File: src/verilog/cwo_pkg.sv
// Constants for the per-socket card window offset register bank.
// Assumes a byte-wide host register port with socket-local offsets.
// Notes on behaviour
// - A memory window whose write-protect bit 7 is set blocks card writes.
// - Bit 6 of a memory window high byte selects attribute (1) or common.
// - The six low bits of the high byte give card address bits 25 to 20.
// - Bit 0 of each I/O window low offset byte is read-only and reads 0.
// - The I/O low offset byte forms offset bits 7 to 0.
// - The I/O high offset byte, fully writable, forms offset bits 15 to 8.
// - Each socket has its own copies at 36h-39h (A) and 76h-79h (B).
// - The detect register reports both voltage-sense pins live in bits 7-6.
// - With bit 1 set, card removal returns the socket registers to default.
// - Writing 1 to bit 5 raises a soft detect interrupt if enabled; reads 0
// - With bit 4 set, a detect change holds ring indicate low till cleared.
// - Bits 3, 2 and 0 of the detect register read zero and ignore writes.
package cwo_pkg;
   localparam logic [7:0] CWO_DETECT_A = 8'h16;
   localparam logic [7:0] CWO_IOW0_LO_A = 8'h36;
   localparam logic [7:0] CWO_IOW0_HI_A = 8'h37;
   localparam logic [7:0] CWO_IOW1_LO_A = 8'h38;
   localparam logic [7:0] CWO_IOW1_HI_A = 8'h39;
   localparam logic [7:0] CWO_SOCKET_B_DELTA = 8'h40;
   localparam logic [11:0] CWO_ALIAS_BASE = 12'h800;
   localparam logic [7:0] CWO_MEMHI_A [5] = '{8'h15, 8'h1D, 8'h25, 8'h2D,
      8'h35};
   localparam int CWO_WP_BIT = 7;
   localparam int CWO_ATTR_BIT = 6;
   localparam int CWO_VS2_BIT = 7;
   localparam int CWO_VS1_BIT = 6;
   localparam int CWO_SOFT_BIT = 5;
   localparam int CWO_WAKE_BIT = 4;
   localparam int CWO_CLEAR_BIT = 1;
   localparam logic [7:0] CWO_IO_LO_MASK = 8'hFE;
   localparam logic [7:0] CWO_DETECT_WMASK = 8'h12;
   localparam logic [7:0] CWO_RESET_VAL = 8'h00;
   localparam int CWO_NUM_MEMWIN = 5;
endpackage

File: src/verilog/cwo_socket_if.sv
// Register port bundle between the bank and one socket copy.
// Assumes a single clock domain.
`timescale 1ns/10ps
interface cwo_socket_if;
   logic wr;
   logic [7:0] addr;
   logic [7:0] wdata;
   logic [7:0] rdata;
   modport bank (output wr, output addr, output wdata, input rdata);
   modport sock (input wr, input addr, input wdata, output rdata);
endinterface

File: src/verilog/cwo_socket.sv
// One socket's copy of the card window offset registers.
// Addresses arrive as socket A local offsets.
`timescale 1ns/10ps
module cwo_socket
(
   // Clock and reset
   input wire logic clk_i,
   input wire logic rst_n_i,
   // Register port
   cwo_socket_if.sock rp,
   // Card side events and pins
   input wire logic card_removed_i,
   input wire logic detect_change_i,
   input wire logic status_clear_i,
   input wire logic detect_int_enable_i,
   input wire logic voltage_sense_one_i,
   input wire logic voltage_sense_two_i,
   // Decoded window state and detect outputs
   output logic [7:0] mem_hi_o [5],
   output logic [15:0] io_off0_o,
   output logic [15:0] io_off1_o,
   output logic soft_detect_interrupt_o,
   output logic ring_indicate_output_o
);
   logic [7:0] mem_hi_reg [5];
   logic [7:0] io_lo_reg [2];
   logic [7:0] io_hi_reg [2];
   logic [7:0] detect_reg;
   logic wake_reg;
   logic soft_reg;
   logic clear_all;
   logic [7:0] rd_next;
   logic [7:0] rdata_reg;

   assign clear_all = card_removed_i &
      detect_reg[cwo_pkg::CWO_CLEAR_BIT];

   always_ff @(posedge clk_i or negedge rst_n_i)
   begin
      if (!rst_n_i)
      begin
         for (int i = 0; i < 5; i++)
            mem_hi_reg[i] <= cwo_pkg::CWO_RESET_VAL;
      end
      else if (clear_all)
      begin
         for (int i = 0; i < 5; i++)
            mem_hi_reg[i] <= cwo_pkg::CWO_RESET_VAL;
      end
      else if (rp.wr)
      begin
         for (int i = 0; i < 5; i++)
            if (rp.addr == cwo_pkg::CWO_MEMHI_A[i])
               mem_hi_reg[i] <= rp.wdata;
      end
   end

   always_ff @(posedge clk_i or negedge rst_n_i)
   begin
      if (!rst_n_i)
      begin
         io_lo_reg[0] <= cwo_pkg::CWO_RESET_VAL;
         io_lo_reg[1] <= cwo_pkg::CWO_RESET_VAL;
         io_hi_reg[0] <= cwo_pkg::CWO_RESET_VAL;
         io_hi_reg[1] <= cwo_pkg::CWO_RESET_VAL;
      end
      else if (clear_all)
      begin
         io_lo_reg[0] <= cwo_pkg::CWO_RESET_VAL;
         io_lo_reg[1] <= cwo_pkg::CWO_RESET_VAL;
         io_hi_reg[0] <= cwo_pkg::CWO_RESET_VAL;
         io_hi_reg[1] <= cwo_pkg::CWO_RESET_VAL;
      end
      else if (rp.wr)
      begin
         if (rp.addr == cwo_pkg::CWO_IOW0_LO_A)
            io_lo_reg[0] <= rp.wdata & cwo_pkg::CWO_IO_LO_MASK;
         if (rp.addr == cwo_pkg::CWO_IOW1_LO_A)
            io_lo_reg[1] <= rp.wdata & cwo_pkg::CWO_IO_LO_MASK;
         if (rp.addr == cwo_pkg::CWO_IOW0_HI_A)
            io_hi_reg[0] <= rp.wdata;
         if (rp.addr == cwo_pkg::CWO_IOW1_HI_A)
            io_hi_reg[1] <= rp.wdata;
      end
   end

   // Removal clears the detect register itself too, including bit 1
   always_ff @(posedge clk_i or negedge rst_n_i)
   begin
      if (!rst_n_i)
         detect_reg <= cwo_pkg::CWO_RESET_VAL;
      else if (clear_all)
         detect_reg <= cwo_pkg::CWO_RESET_VAL;
      else if (rp.wr && rp.addr == cwo_pkg::CWO_DETECT_A)
         detect_reg <= rp.wdata & cwo_pkg::CWO_DETECT_WMASK;
   end

   // Write-only strobe, never stored
   always_ff @(posedge clk_i or negedge rst_n_i)
   begin
      if (!rst_n_i)
         soft_reg <= 1'b0;
      else
         soft_reg <= rp.wr && rp.addr == cwo_pkg::CWO_DETECT_A &&
            rp.wdata[cwo_pkg::CWO_SOFT_BIT] && detect_int_enable_i;
   end

   // A new change wins over a clear in the same cycle
   always_ff @(posedge clk_i or negedge rst_n_i)
   begin
      if (!rst_n_i)
         wake_reg <= 1'b0;
      else if (detect_change_i && detect_reg[cwo_pkg::CWO_WAKE_BIT])
         wake_reg <= 1'b1;
      else if (status_clear_i)
         wake_reg <= 1'b0;
   end

   always_comb
   begin
      rd_next = 8'h00;
      for (int i = 0; i < 5; i++)
         if (rp.addr == cwo_pkg::CWO_MEMHI_A[i])
            rd_next = mem_hi_reg[i];
      unique case (rp.addr)
         cwo_pkg::CWO_IOW0_LO_A: rd_next = io_lo_reg[0];
         cwo_pkg::CWO_IOW1_LO_A: rd_next = io_lo_reg[1];
         cwo_pkg::CWO_IOW0_HI_A: rd_next = io_hi_reg[0];
         cwo_pkg::CWO_IOW1_HI_A: rd_next = io_hi_reg[1];
         cwo_pkg::CWO_DETECT_A:
         begin
            rd_next = detect_reg;
            rd_next[cwo_pkg::CWO_VS2_BIT] = voltage_sense_two_i;
            rd_next[cwo_pkg::CWO_VS1_BIT] = voltage_sense_one_i;
         end
         default: ;
      endcase
   end

   always_ff @(posedge clk_i or negedge rst_n_i)
   begin
      if (!rst_n_i)
         rdata_reg <= 8'h00;
      else
         rdata_reg <= rd_next;
   end

   assign rp.rdata = rdata_reg;
   assign mem_hi_o = mem_hi_reg;
   assign io_off0_o = {io_hi_reg[0], io_lo_reg[0]};
   assign io_off1_o = {io_hi_reg[1], io_lo_reg[1]};
   assign soft_detect_interrupt_o = soft_reg;
   assign ring_indicate_output_o = ~wake_reg;
endmodule // cwo_socket

File: src/verilog/cwo_bank.sv
// Top of the dual-socket card window offset register bank.
// Assumes a byte-wide host port synchronous to clk_i; reads land one
// cycle after the address is presented.
`timescale 1ns/10ps
module cwo_bank
(
   // Clock and reset
   input wire logic clk_i,
   input wire logic rst_n_i,
   // Host register port
   input wire logic reg_wr_i,
   input wire logic [11:0] reg_addr_i,
   input wire logic [7:0] reg_wdata_i,
   output logic [7:0] reg_rdata_o,
   // Host memory window access
   input wire logic mem_req_i,
   input wire logic mem_write_i,
   input wire logic mem_sock_b_i,
   input wire logic [2:0] mem_win_i,
   input wire logic [19:0] mem_addr_i,
   output logic mem_done_o,
   output logic card_cycle_o,
   output logic card_write_o,
   output logic card_attr_o,
   output logic [25:0] card_addr_o,
   // Card events, one set per socket
   input wire logic [1:0] card_removed_i,
   input wire logic [1:0] detect_change_i,
   input wire logic [1:0] status_clear_i,
   input wire logic [1:0] detect_int_enable_i,
   input wire logic [1:0] voltage_sense_one_i,
   input wire logic [1:0] voltage_sense_two_i,
   // Socket outputs
   output logic [15:0] io_off0_a_o,
   output logic [15:0] io_off1_a_o,
   output logic [15:0] io_off0_b_o,
   output logic [15:0] io_off1_b_o,
   output logic [1:0] soft_detect_interrupt_o,
   output logic [1:0] ring_indicate_output_o
);
   cwo_socket_if sa ();
   cwo_socket_if sb ();
   logic [7:0] mem_hi_a [5];
   logic [7:0] mem_hi_b [5];
   logic [7:0] local_off;
   logic hit_b;
   logic sel_b_reg;
   logic [7:0] win_byte;
   logic done_reg;
   logic cyc_reg;
   logic wr_reg;
   logic attr_reg;
   logic [25:0] addr_reg;

   // Alias at base+800h maps onto the same local offsets
   function automatic logic [7:0] local_of(input logic [11:0] a);
      logic [11:0] d;
      d = (a >= cwo_pkg::CWO_ALIAS_BASE) ? a - cwo_pkg::CWO_ALIAS_BASE : a;
      return d[7:0];
   endfunction

   assign local_off = local_of(reg_addr_i);
   assign hit_b = local_off >= cwo_pkg::CWO_SOCKET_B_DELTA;

   assign sa.wr = reg_wr_i & ~hit_b;
   assign sa.addr = local_off;
   assign sa.wdata = reg_wdata_i;
   assign sb.wr = reg_wr_i & hit_b;
   assign sb.addr = local_off - cwo_pkg::CWO_SOCKET_B_DELTA;
   assign sb.wdata = reg_wdata_i;

   always_ff @(posedge clk_i or negedge rst_n_i)
   begin
      if (!rst_n_i)
         sel_b_reg <= 1'b0;
      else
         sel_b_reg <= hit_b;
   end

   assign reg_rdata_o = sel_b_reg ? sb.rdata : sa.rdata;

   cwo_socket u_sock_a (
      .clk_i(clk_i),
      .rst_n_i(rst_n_i),
      .rp(sa.sock),
      .card_removed_i(card_removed_i[0]),
      .detect_change_i(detect_change_i[0]),
      .status_clear_i(status_clear_i[0]),
      .detect_int_enable_i(detect_int_enable_i[0]),
      .voltage_sense_one_i(voltage_sense_one_i[0]),
      .voltage_sense_two_i(voltage_sense_two_i[0]),
      .mem_hi_o(mem_hi_a),
      .io_off0_o(io_off0_a_o),
      .io_off1_o(io_off1_a_o),
      .soft_detect_interrupt_o(soft_detect_interrupt_o[0]),
      .ring_indicate_output_o(ring_indicate_output_o[0])
   );

   cwo_socket u_sock_b (
      .clk_i(clk_i),
      .rst_n_i(rst_n_i),
      .rp(sb.sock),
      .card_removed_i(card_removed_i[1]),
      .detect_change_i(detect_change_i[1]),
      .status_clear_i(status_clear_i[1]),
      .detect_int_enable_i(detect_int_enable_i[1]),
      .voltage_sense_one_i(voltage_sense_one_i[1]),
      .voltage_sense_two_i(voltage_sense_two_i[1]),
      .mem_hi_o(mem_hi_b),
      .io_off0_o(io_off0_b_o),
      .io_off1_o(io_off1_b_o),
      .soft_detect_interrupt_o(soft_detect_interrupt_o[1]),
      .ring_indicate_output_o(ring_indicate_output_o[1])
   );

   // Out-of-range window numbers fall back to window 0
   always_comb
   begin
      win_byte = mem_sock_b_i ? mem_hi_b[0] : mem_hi_a[0];
      for (int i = 1; i < cwo_pkg::CWO_NUM_MEMWIN; i++)
         if (mem_win_i == 3'(i))
            win_byte = mem_sock_b_i ? mem_hi_b[i] : mem_hi_a[i];
   end

   // Protected writes still complete on the host side
   always_ff @(posedge clk_i or negedge rst_n_i)
   begin
      if (!rst_n_i)
      begin
         done_reg <= 1'b0;
         cyc_reg <= 1'b0;
         wr_reg <= 1'b0;
         attr_reg <= 1'b0;
         addr_reg <= 26'h0000000;
      end
      else
      begin
         done_reg <= mem_req_i;
         cyc_reg <= mem_req_i &
            ~(mem_write_i & win_byte[cwo_pkg::CWO_WP_BIT]);
         wr_reg <= mem_req_i & mem_write_i;
         attr_reg <= win_byte[cwo_pkg::CWO_ATTR_BIT];
         addr_reg <= {win_byte[5:0], mem_addr_i};
      end
   end

   assign mem_done_o = done_reg;
   assign card_cycle_o = cyc_reg;
   assign card_write_o = wr_reg;
   assign card_attr_o = attr_reg;
   assign card_addr_o = addr_reg;
endmodule // cwo_bank

File: config.mk
export PLATFORM = sky130hd
export DESIGN_NAME = cwo_bank
export DESIGN_NICKNAME = d
export VERILOG_FILES = /design/src/verilog/cwo_pkg.sv /design/src/verilog/cwo_socket_if.sv /design/src/verilog/cwo_socket.sv /design/src/verilog/cwo_bank.sv
export SDC_FILE = /design/constraint.sdc
export NUM_CORES = 1
export LEC_CHECK = 0
export ABC_AREA = 0
export CAP_MARGIN = 10
export CORE_ASPECT_RATIO = 1.75
export CORE_UTILIZATION = 35
export DETAILED_ROUTE_END_ITERATION = 10
export DONT_BUFFER_PORTS = 1
export PLACE_DENSITY = 0.51
export SYNTH_ARGS = -nofsm -noshare
export SYNTH_HDL_FRONTEND = slang
export SYNTH_SLANG_ARGS = --single-unit
File: constraint.sdc
create_clock -name clk_i -period 1.65 [get_ports clk_i]
set_clock_uncertainty 0.05 [all_clocks]
set_input_delay 0.4125 -clock clk_i [delete_from_list [all_inputs] [get_ports clk_i]]
set_output_delay 0.4125 -clock clk_i [all_outputs]
set_load 0.01 [all_outputs]
==> results.sh, run 1 <==
export IMPL_critPathLaunchType="register"
export IMPL_rrSetupSlack_ns=0.05
export IMPL_die_h_um=225
export IMPL_synth_yosys_seq_area_share_pct=49.1
export IMPL_power_density_mw_per_mm2=891
export IMPL_setup_tns_ns=-1.35
export IMPL_critical_path_endpoint="reg_rdata_o[7]"
export IMPL_worstPathCellList="buf_6 -> mux2_4"
export IMPL_async_reset_ff_share_pct=100
export IMPL_maximum_vdd_ir_drop_uv=774
export IMPL_first_pass_iters=5
export IMPL_power_leakage_nw=5.78
export IMPL_tritoncts_num_sinks=195
export IMPL_final_cells=1318
export IMPL_maxCapViolCount=0
export IMPL_timing_final_hold_violations=195
export IMPL_reg2reg_to="u_sock_b.rp.rdata[0]"
export IMPL_cts_max_level=4
export IMPL_hold_class="primary input to async pin"
export IMPL_drc_errors=0
export IMPL_antenna_found_initial=0
export IMPL_cts_buffer_depth=2
export IMPL_first_iter_violations=479
export IMPL_finalSetupViolations=8
export IMPL_antenna_cells_inserted=0
export IMPL_detailedPlacementHpwl_mm=23.8
export IMPL_worst_path_largest_cell_delay_ns=0.44
export IMPL_grt_first_pass_wirelength_mm=50.2
export IMPL_site_rows=81
export IMPL_pin_count_of_the_biggest_net_entering_global_routing=196
export IMPL_slew_of_the_pin_with_the_lowest_slew_margin_ns=0.598
export IMPL_synth_cells=912
export IMPL_timing_critical_path_fanout_max=3
export IMPL_postRouteAntennaNets=0
export IMPL_vias_per_cell=5.53
export IMPL_crit_path_end_kind="primary output"
export IMPL_finalCritPeriodShare_pct=111
export IMPL_cts_buffers_inserted=17
export IMPL_netlist_cell_type_count=60
export IMPL_ctsRootBufferMaster="clkbuf_16"
export IMPL_slew_headroom_pct=60.2
export IMPL_core_region_area_sq_mm=0.0279
export IMPL_fmax_ghz=0.548
export IMPL_r2r_start="u_sock_b.mem_hi_o[32]"
export IMPL_tritoncts_clock_tree="yes"
export IMPL_grt_overflow_total=0
export IMPL_critPathKind="register to primary output"
export IMPL_final_util_pct=42.0
export IMPL_violations_in_the_final_reports="hold timing, setup timing"
export IMPL_crit_path_start="sel_b_reg"
export IMPL_min_period_ns=1.83
export IMPL_final_layout_size_suffix_gt1_share_pct=16.9
export IMPL_finalWirelength_mm=33.7
export IMPL_placed_cell_count=1259
export IMPL_ctsHoldBuffers=25
export IMPL_reg2reg_depth=4
export IMPL_synth_area_sq_mm=0.00993
export IMPL_critPathArrivalTime_ns=1.36
export IMPL_start_util_pct=35.6
export IMPL_grt_usage_pct=24.3
export IMPL_status="finished with violations"
export IMPL_detail_route_wl_per_cell_um=25.6
export IMPL_design_final_nets=993
export IMPL_floorplan_die_width_um=129
export IMPL_synth_seq_cells=195
export IMPL_ios=167
export IMPL_area_of_the_die_sq_mm=0.0291
export IMPL_rsz0062_at_grt="yes"
export IMPL_place_congestion=0.930
export IMPL_buffer_ports_inserted=0
export IMPL_clkTransAtPathRegs_ns=0.08
export IMPL_yosys_most_used_dff="dfrtp_1"
export IMPL_critical_path_slowest_cell="dfrtp_2"
export IMPL_area_growth_synth_to_final_pct=17.9
export IMPL_timing_final_max_slew_violations=0
export IMPL_synth_avg_cell_area_sq_um=10.9
export IMPL_synth_warnings=0
export IMPL_first_global_vias=7673
export IMPL_worst_hold_slack_ns=-0.402
export IMPL_worst_slack_ns=-0.176
export IMPL_synth_edf_count=0
export IMPL_number_of_vias_after_detailed_routing=7291
export IMPL_cp_required_ns=1.19
export IMPL_clk_latency_ns=0.45
[per-layer routing]
| layer | GRT usage [%] | vias to the layer above | share of wire (%) |
|---|---|---|---|
| li1 | - | 3285 | - |
| met5 | 0 | - | 0 |
| met1 | 26.0 | 3701 | 37 |
| met3 | 4.42 | 70 | 4.5 |
| met4 | 15.4 | 0 | 5.9 |
| met2 | 43.3 | 235 | 53 |
[cell type report]
type	instances	area, sq um
fillers	2644	16200
flip-flops and latches	195	4880
multi-input cells	624	4790
repair buffers	86	900
well taps	373	467
clock buffers	18	439
clock inverters	14	194
inverters	8	30.0
[repair_timing]
action / 4_1_cts / 5_1_grt
gates cloned: 0 / 0
endpoints found under the hold margin: 219 / 195
setup endpoints to repair: 8 / 8
gates resized for setup: 9 / 0
setup buffers: 2 / 0
[cells in the final DEF, fill, tap and decap left out, types with 17 or more instances in the layout]
cell	count
nand2_1	42
o21ai_0	22
buf_4	45
clkbuf_16	17
mux2i_1	149
dlygate4sd3_1	25
a21oi_1	28
nor2_1	155
nand3_1	20
dfrtp_1	194
[kinds of logic (layout without fill, tap and decap cells)]
family,after synthesis,after routing,synth area share [%]
other,1,4,0.0378
muxes,180,180,20.4
and+or+nand+nor,303,303,16.4
AOI/OAI and AO/OA,137,137,9.69
buffers and inverters,96,126,4.40
DFF,195,195,49.1
[power by group]
group	switching [W]	internal (W)	leakage, nW
sequential	0.000282	0.00498	2.65
combinational	0.000301	0.000352	2.83
clock	0.00204	0.00248	0.303
[worst max-delay path, delay by kind of cell, from the launching register on]
family | cells | cell delay [ns]
DFF | 1 | 0.44
muxes | 1 | 0.33
buffers and inverters | 1 | 0.14
[how the worst min path moves through the flow]
stage	cells past startpoint	slack, ns	endpoint
final	0	-0.40	card_addr_o[2]
after global routing	0	-0.43	card_addr_o[2]
after CTS	0	-0.44	card_addr_o[8]
after detailed placement	0	0.07	card_addr_o[8]
after global placement	0	0.07	card_addr_o[2]
after floorplan	0	0.07	card_addr_o[0]
[cell usage after synthesis (3+ instances only)]
cell type	number	share of area (%)
inv_1	8	0.30
mux2_2	15	1.7
o21a_1	8	0.60
and3_1	6	0.38
a222oi_1	3	0.30
o32ai_1	4	0.35
nand2_1	43	1.6
dfrtp_1	195	49
a221o_1	7	0.71
nand4bb_1	3	0.34
nor4b_4	3	0.72
nand3_2	9	0.91
o21ai_0	25	1.3
nand3b_1	10	0.76
buf_4	11	0.83
o221ai_1	5	0.44
o211ai_1	14	1.1
mux4_2	16	3.6
nor3_1	3	0.15
nand2b_1	3	0.19
nor3_4	5	0.82
and3b_1	10	0.88
and2_1	5	0.32
nor4bb_1	4	0.40
nand3_1	20	1.0
buf_2	27	1.4
a22o_1	13	1.1
nor2b_1	6	0.38
o22ai_1	3	0.19
nor2_1	156	5.9
a21oi_1	28	1.4
mux2i_1	149	15
clkbuf_1	46	1.7
buf_1	3	0.11
o2bb2ai_1	5	0.44
a22oi_1	10	0.76
[stage by stage]
step / hold slack (ns) / power (W) / worst slack (ns) / area, sq um
6_report: -0.402 / 0.0104 / -0.176 / 11700
2_1_floorplan: 0.0669 / 0.00584 / -0.123 / 10200
5_1_grt: -0.425 / 0.0108 / -0.192 / 11700
3_3_place_gp: 0.0704 / 0.00594 / -0.156 / 10800
3_5_place_dp: 0.0698 / 0.00596 / -0.174 / 10800
4_1_cts: -0.436 / 0.0106 / -0.189 / 11700
Power figures use the tool's default switching activity.
==> run 2: changes to the inputs <==
--- a/config.mk
+++ b/config.mk
@@ -11,7 +11,7 @@
 export CORE_UTILIZATION = 35
 export DETAILED_ROUTE_END_ITERATION = 10
 export DONT_BUFFER_PORTS = 1
-export PLACE_DENSITY = 0.51
+export PLACE_DENSITY = 0.57
 export SYNTH_ARGS = -nofsm -noshare
 export SYNTH_HDL_FRONTEND = slang
 export SYNTH_SLANG_ARGS = --single-unit
==> run 2 against run 1 <==
  * The flow still finishes with violations (hold timing, setup timing)
  * Combinational power grew 3%
  * Routed wire length down 2.2%
  * Cell area up 0.23%
  * Sequential power about the same
  * Worst hold slack worse by 0.0032 ns
  * Setup slack worse by 0.0043 ns
  * Core utilization rose by 0.099 points
  * Largest cell class unchanged
  * Largest power group unchanged
  * Highest routed layer unchanged
==> results.sh, run 2 (synthesis results as in run 1) <==
export IMPL_power_density_mw_per_mm2=850
export IMPL_drc_errors=0
export IMPL_buffer_ports_inserted=0
export IMPL_pin_count_of_the_biggest_net_entering_global_routing=196
export IMPL_ios=167
export IMPL_first_global_vias=7745
export IMPL_number_of_vias_after_detailed_routing=7415
export IMPL_placed_cell_count=1274
export IMPL_core_region_area_sq_mm=0.0279
export IMPL_area_of_the_die_sq_mm=0.0291
export IMPL_antenna_found_initial=0
export IMPL_ctsHoldBuffers=25
export IMPL_first_iter_violations=554
export IMPL_finalCritPeriodShare_pct=111
export IMPL_power_leakage_nw=5.81
export IMPL_grt_overflow_total=0
export IMPL_design_final_nets=1008
export IMPL_final_cells=1333
export IMPL_site_rows=81
export IMPL_hold_class="primary input to async pin"
export IMPL_grt_usage_pct=23.9
export IMPL_area_growth_synth_to_final_pct=18.2
export IMPL_rrSetupSlack_ns=0.02
export IMPL_maxCapViolCount=0
export IMPL_worst_slack_ns=-0.181
export IMPL_critPathLaunchType="register"
export IMPL_cp_required_ns=1.19
export IMPL_reg2reg_to="u_sock_b.rp.rdata[2]"
export IMPL_worst_hold_slack_ns=-0.406
export IMPL_critPathKind="register to primary output"
export IMPL_place_congestion=0.933
export IMPL_detailedPlacementHpwl_mm=23.4
export IMPL_vias_per_cell=5.56
export IMPL_slew_headroom_pct=65.9
export IMPL_reg2reg_depth=3
export IMPL_tritoncts_num_sinks=195
export IMPL_final_layout_size_suffix_gt1_share_pct=18.4
export IMPL_finalSetupViolations=8
export IMPL_maximum_vdd_ir_drop_uv=756
export IMPL_status="finished with violations"
export IMPL_die_h_um=225
export IMPL_rsz0062_at_grt="yes"
export IMPL_finalWirelength_mm=33.0
export IMPL_final_common_cell="dfrtp_1"
export IMPL_min_period_ns=1.83
export IMPL_grt_first_pass_wirelength_mm=49.9
export IMPL_cts_buffers_inserted=17
export IMPL_clkTransAtPathRegs_ns=0.08
export IMPL_critPathArrivalTime_ns=1.37
export IMPL_floorplan_die_width_um=129
export IMPL_violations_in_the_final_reports="hold timing, setup timing"
export IMPL_start_util_pct=35.6
export IMPL_cts_max_level=4
export IMPL_first_pass_iters=6
export IMPL_clk_latency_ns=0.46
export IMPL_tritoncts_clock_tree="yes"
export IMPL_layout_cells_most_common_list="dfrtp_1, nor2_1, mux2i_1"
export IMPL_fmax_ghz=0.546
export IMPL_timing_final_hold_violations=195
export IMPL_timing_final_max_slew_violations=0
export IMPL_r2r_start="u_sock_b.io_off0_o[2]"
export IMPL_crit_path_end_kind="primary output"
export IMPL_ctsRootBufferMaster="clkbuf_16"
export IMPL_timing_critical_path_fanout_max=3
export IMPL_antenna_cells_inserted=0
export IMPL_cts_buffer_depth=2
export IMPL_postRouteAntennaNets=0
export IMPL_detail_route_wl_per_cell_um=24.7
export IMPL_slew_of_the_pin_with_the_lowest_slew_margin_ns=0.509
run 2: cell types whose count changed in the layout (fill, tap and decap cells not counted), moves of 2 or more:
cell,previous run,this run
inv_6,5,7
buf_12,15,13
buf_4,45,62
bufinv_16,3,0
run 2: stage by stage:
step	area, sq um	TNS, ns	total power [W]	setup WS, ns	util, %
finish	11700	-1.39	0.00997	-0.181	42.1
global route	11700	-1.59	0.0103	-0.206	42.1
CTS	11700	-1.46	0.0101	-0.193	42.1
detailed placement	10900	-5.62	0.00596	-0.213	38.9
global placement	10900	-4.46	0.00595	-0.209	38.9
floorplan	10200	-3.92	0.00584	-0.123	-
run 2: repair_timing:
item,4_1_cts,5_1_grt
endpoints found under the hold margin,219,195
resized for setup,8,4
endpoints found under the setup margin,9,9
buffers inserted,2,0
run 2: report_power, final:
part           switching, W  total (W)  internal (W)  leakage, nW
Sequential         0.000275    0.00526       0.00498         2.65
Clock               0.00205    0.00404       0.00199        0.269
Combinational      0.000307   0.000670      0.000363         2.90
Total               0.00263    0.00997       0.00734         5.81
run 2: worst max path at each step:
stage,from,end,slack [ns]
6_report,sel_b_reg,reg_rdata_o[7],-0.18
3_5_place_dp,reg_addr_i[1],u_sock_b.rp.rdata[2],-0.21
4_1_cts,sel_b_reg,reg_rdata_o[3],-0.19
5_1_grt,sel_b_reg,reg_rdata_o[5],-0.21
3_3_place_gp,reg_addr_i[1],u_sock_b.rp.rdata[2],-0.21
2_1_floorplan,reg_addr_i[0],u_sock_b.mem_hi_o[12],-0.12
run 2: cell type report:
cell class,instances,area (sq um)
Fill cell,2682,16100
Sequential cell,195,4880
Multi-Input combinational cell,624,4800
Timing Repair Buffer,101,987
Tap cell,373,467
Clock buffer,17,425
Clock inverter,15,136
Inverter,8,30.0
run 2: critical path, cell delays in order, from the launching register on:
cell	delay, ns
dfrtp_2	0.43
buf_6	0.14
mux2_4	0.33
run 2: routing by layer:
| layer | track usage, % | share of wire (%) |
|---|---|---|
| met3 | 3.95 | 4.9 |
| met1 | 25.9 | 36 |
| met4 | 16.3 | 6.6 |
| met5 | 0 | 0 |
| met2 | 42.0 | 53 |
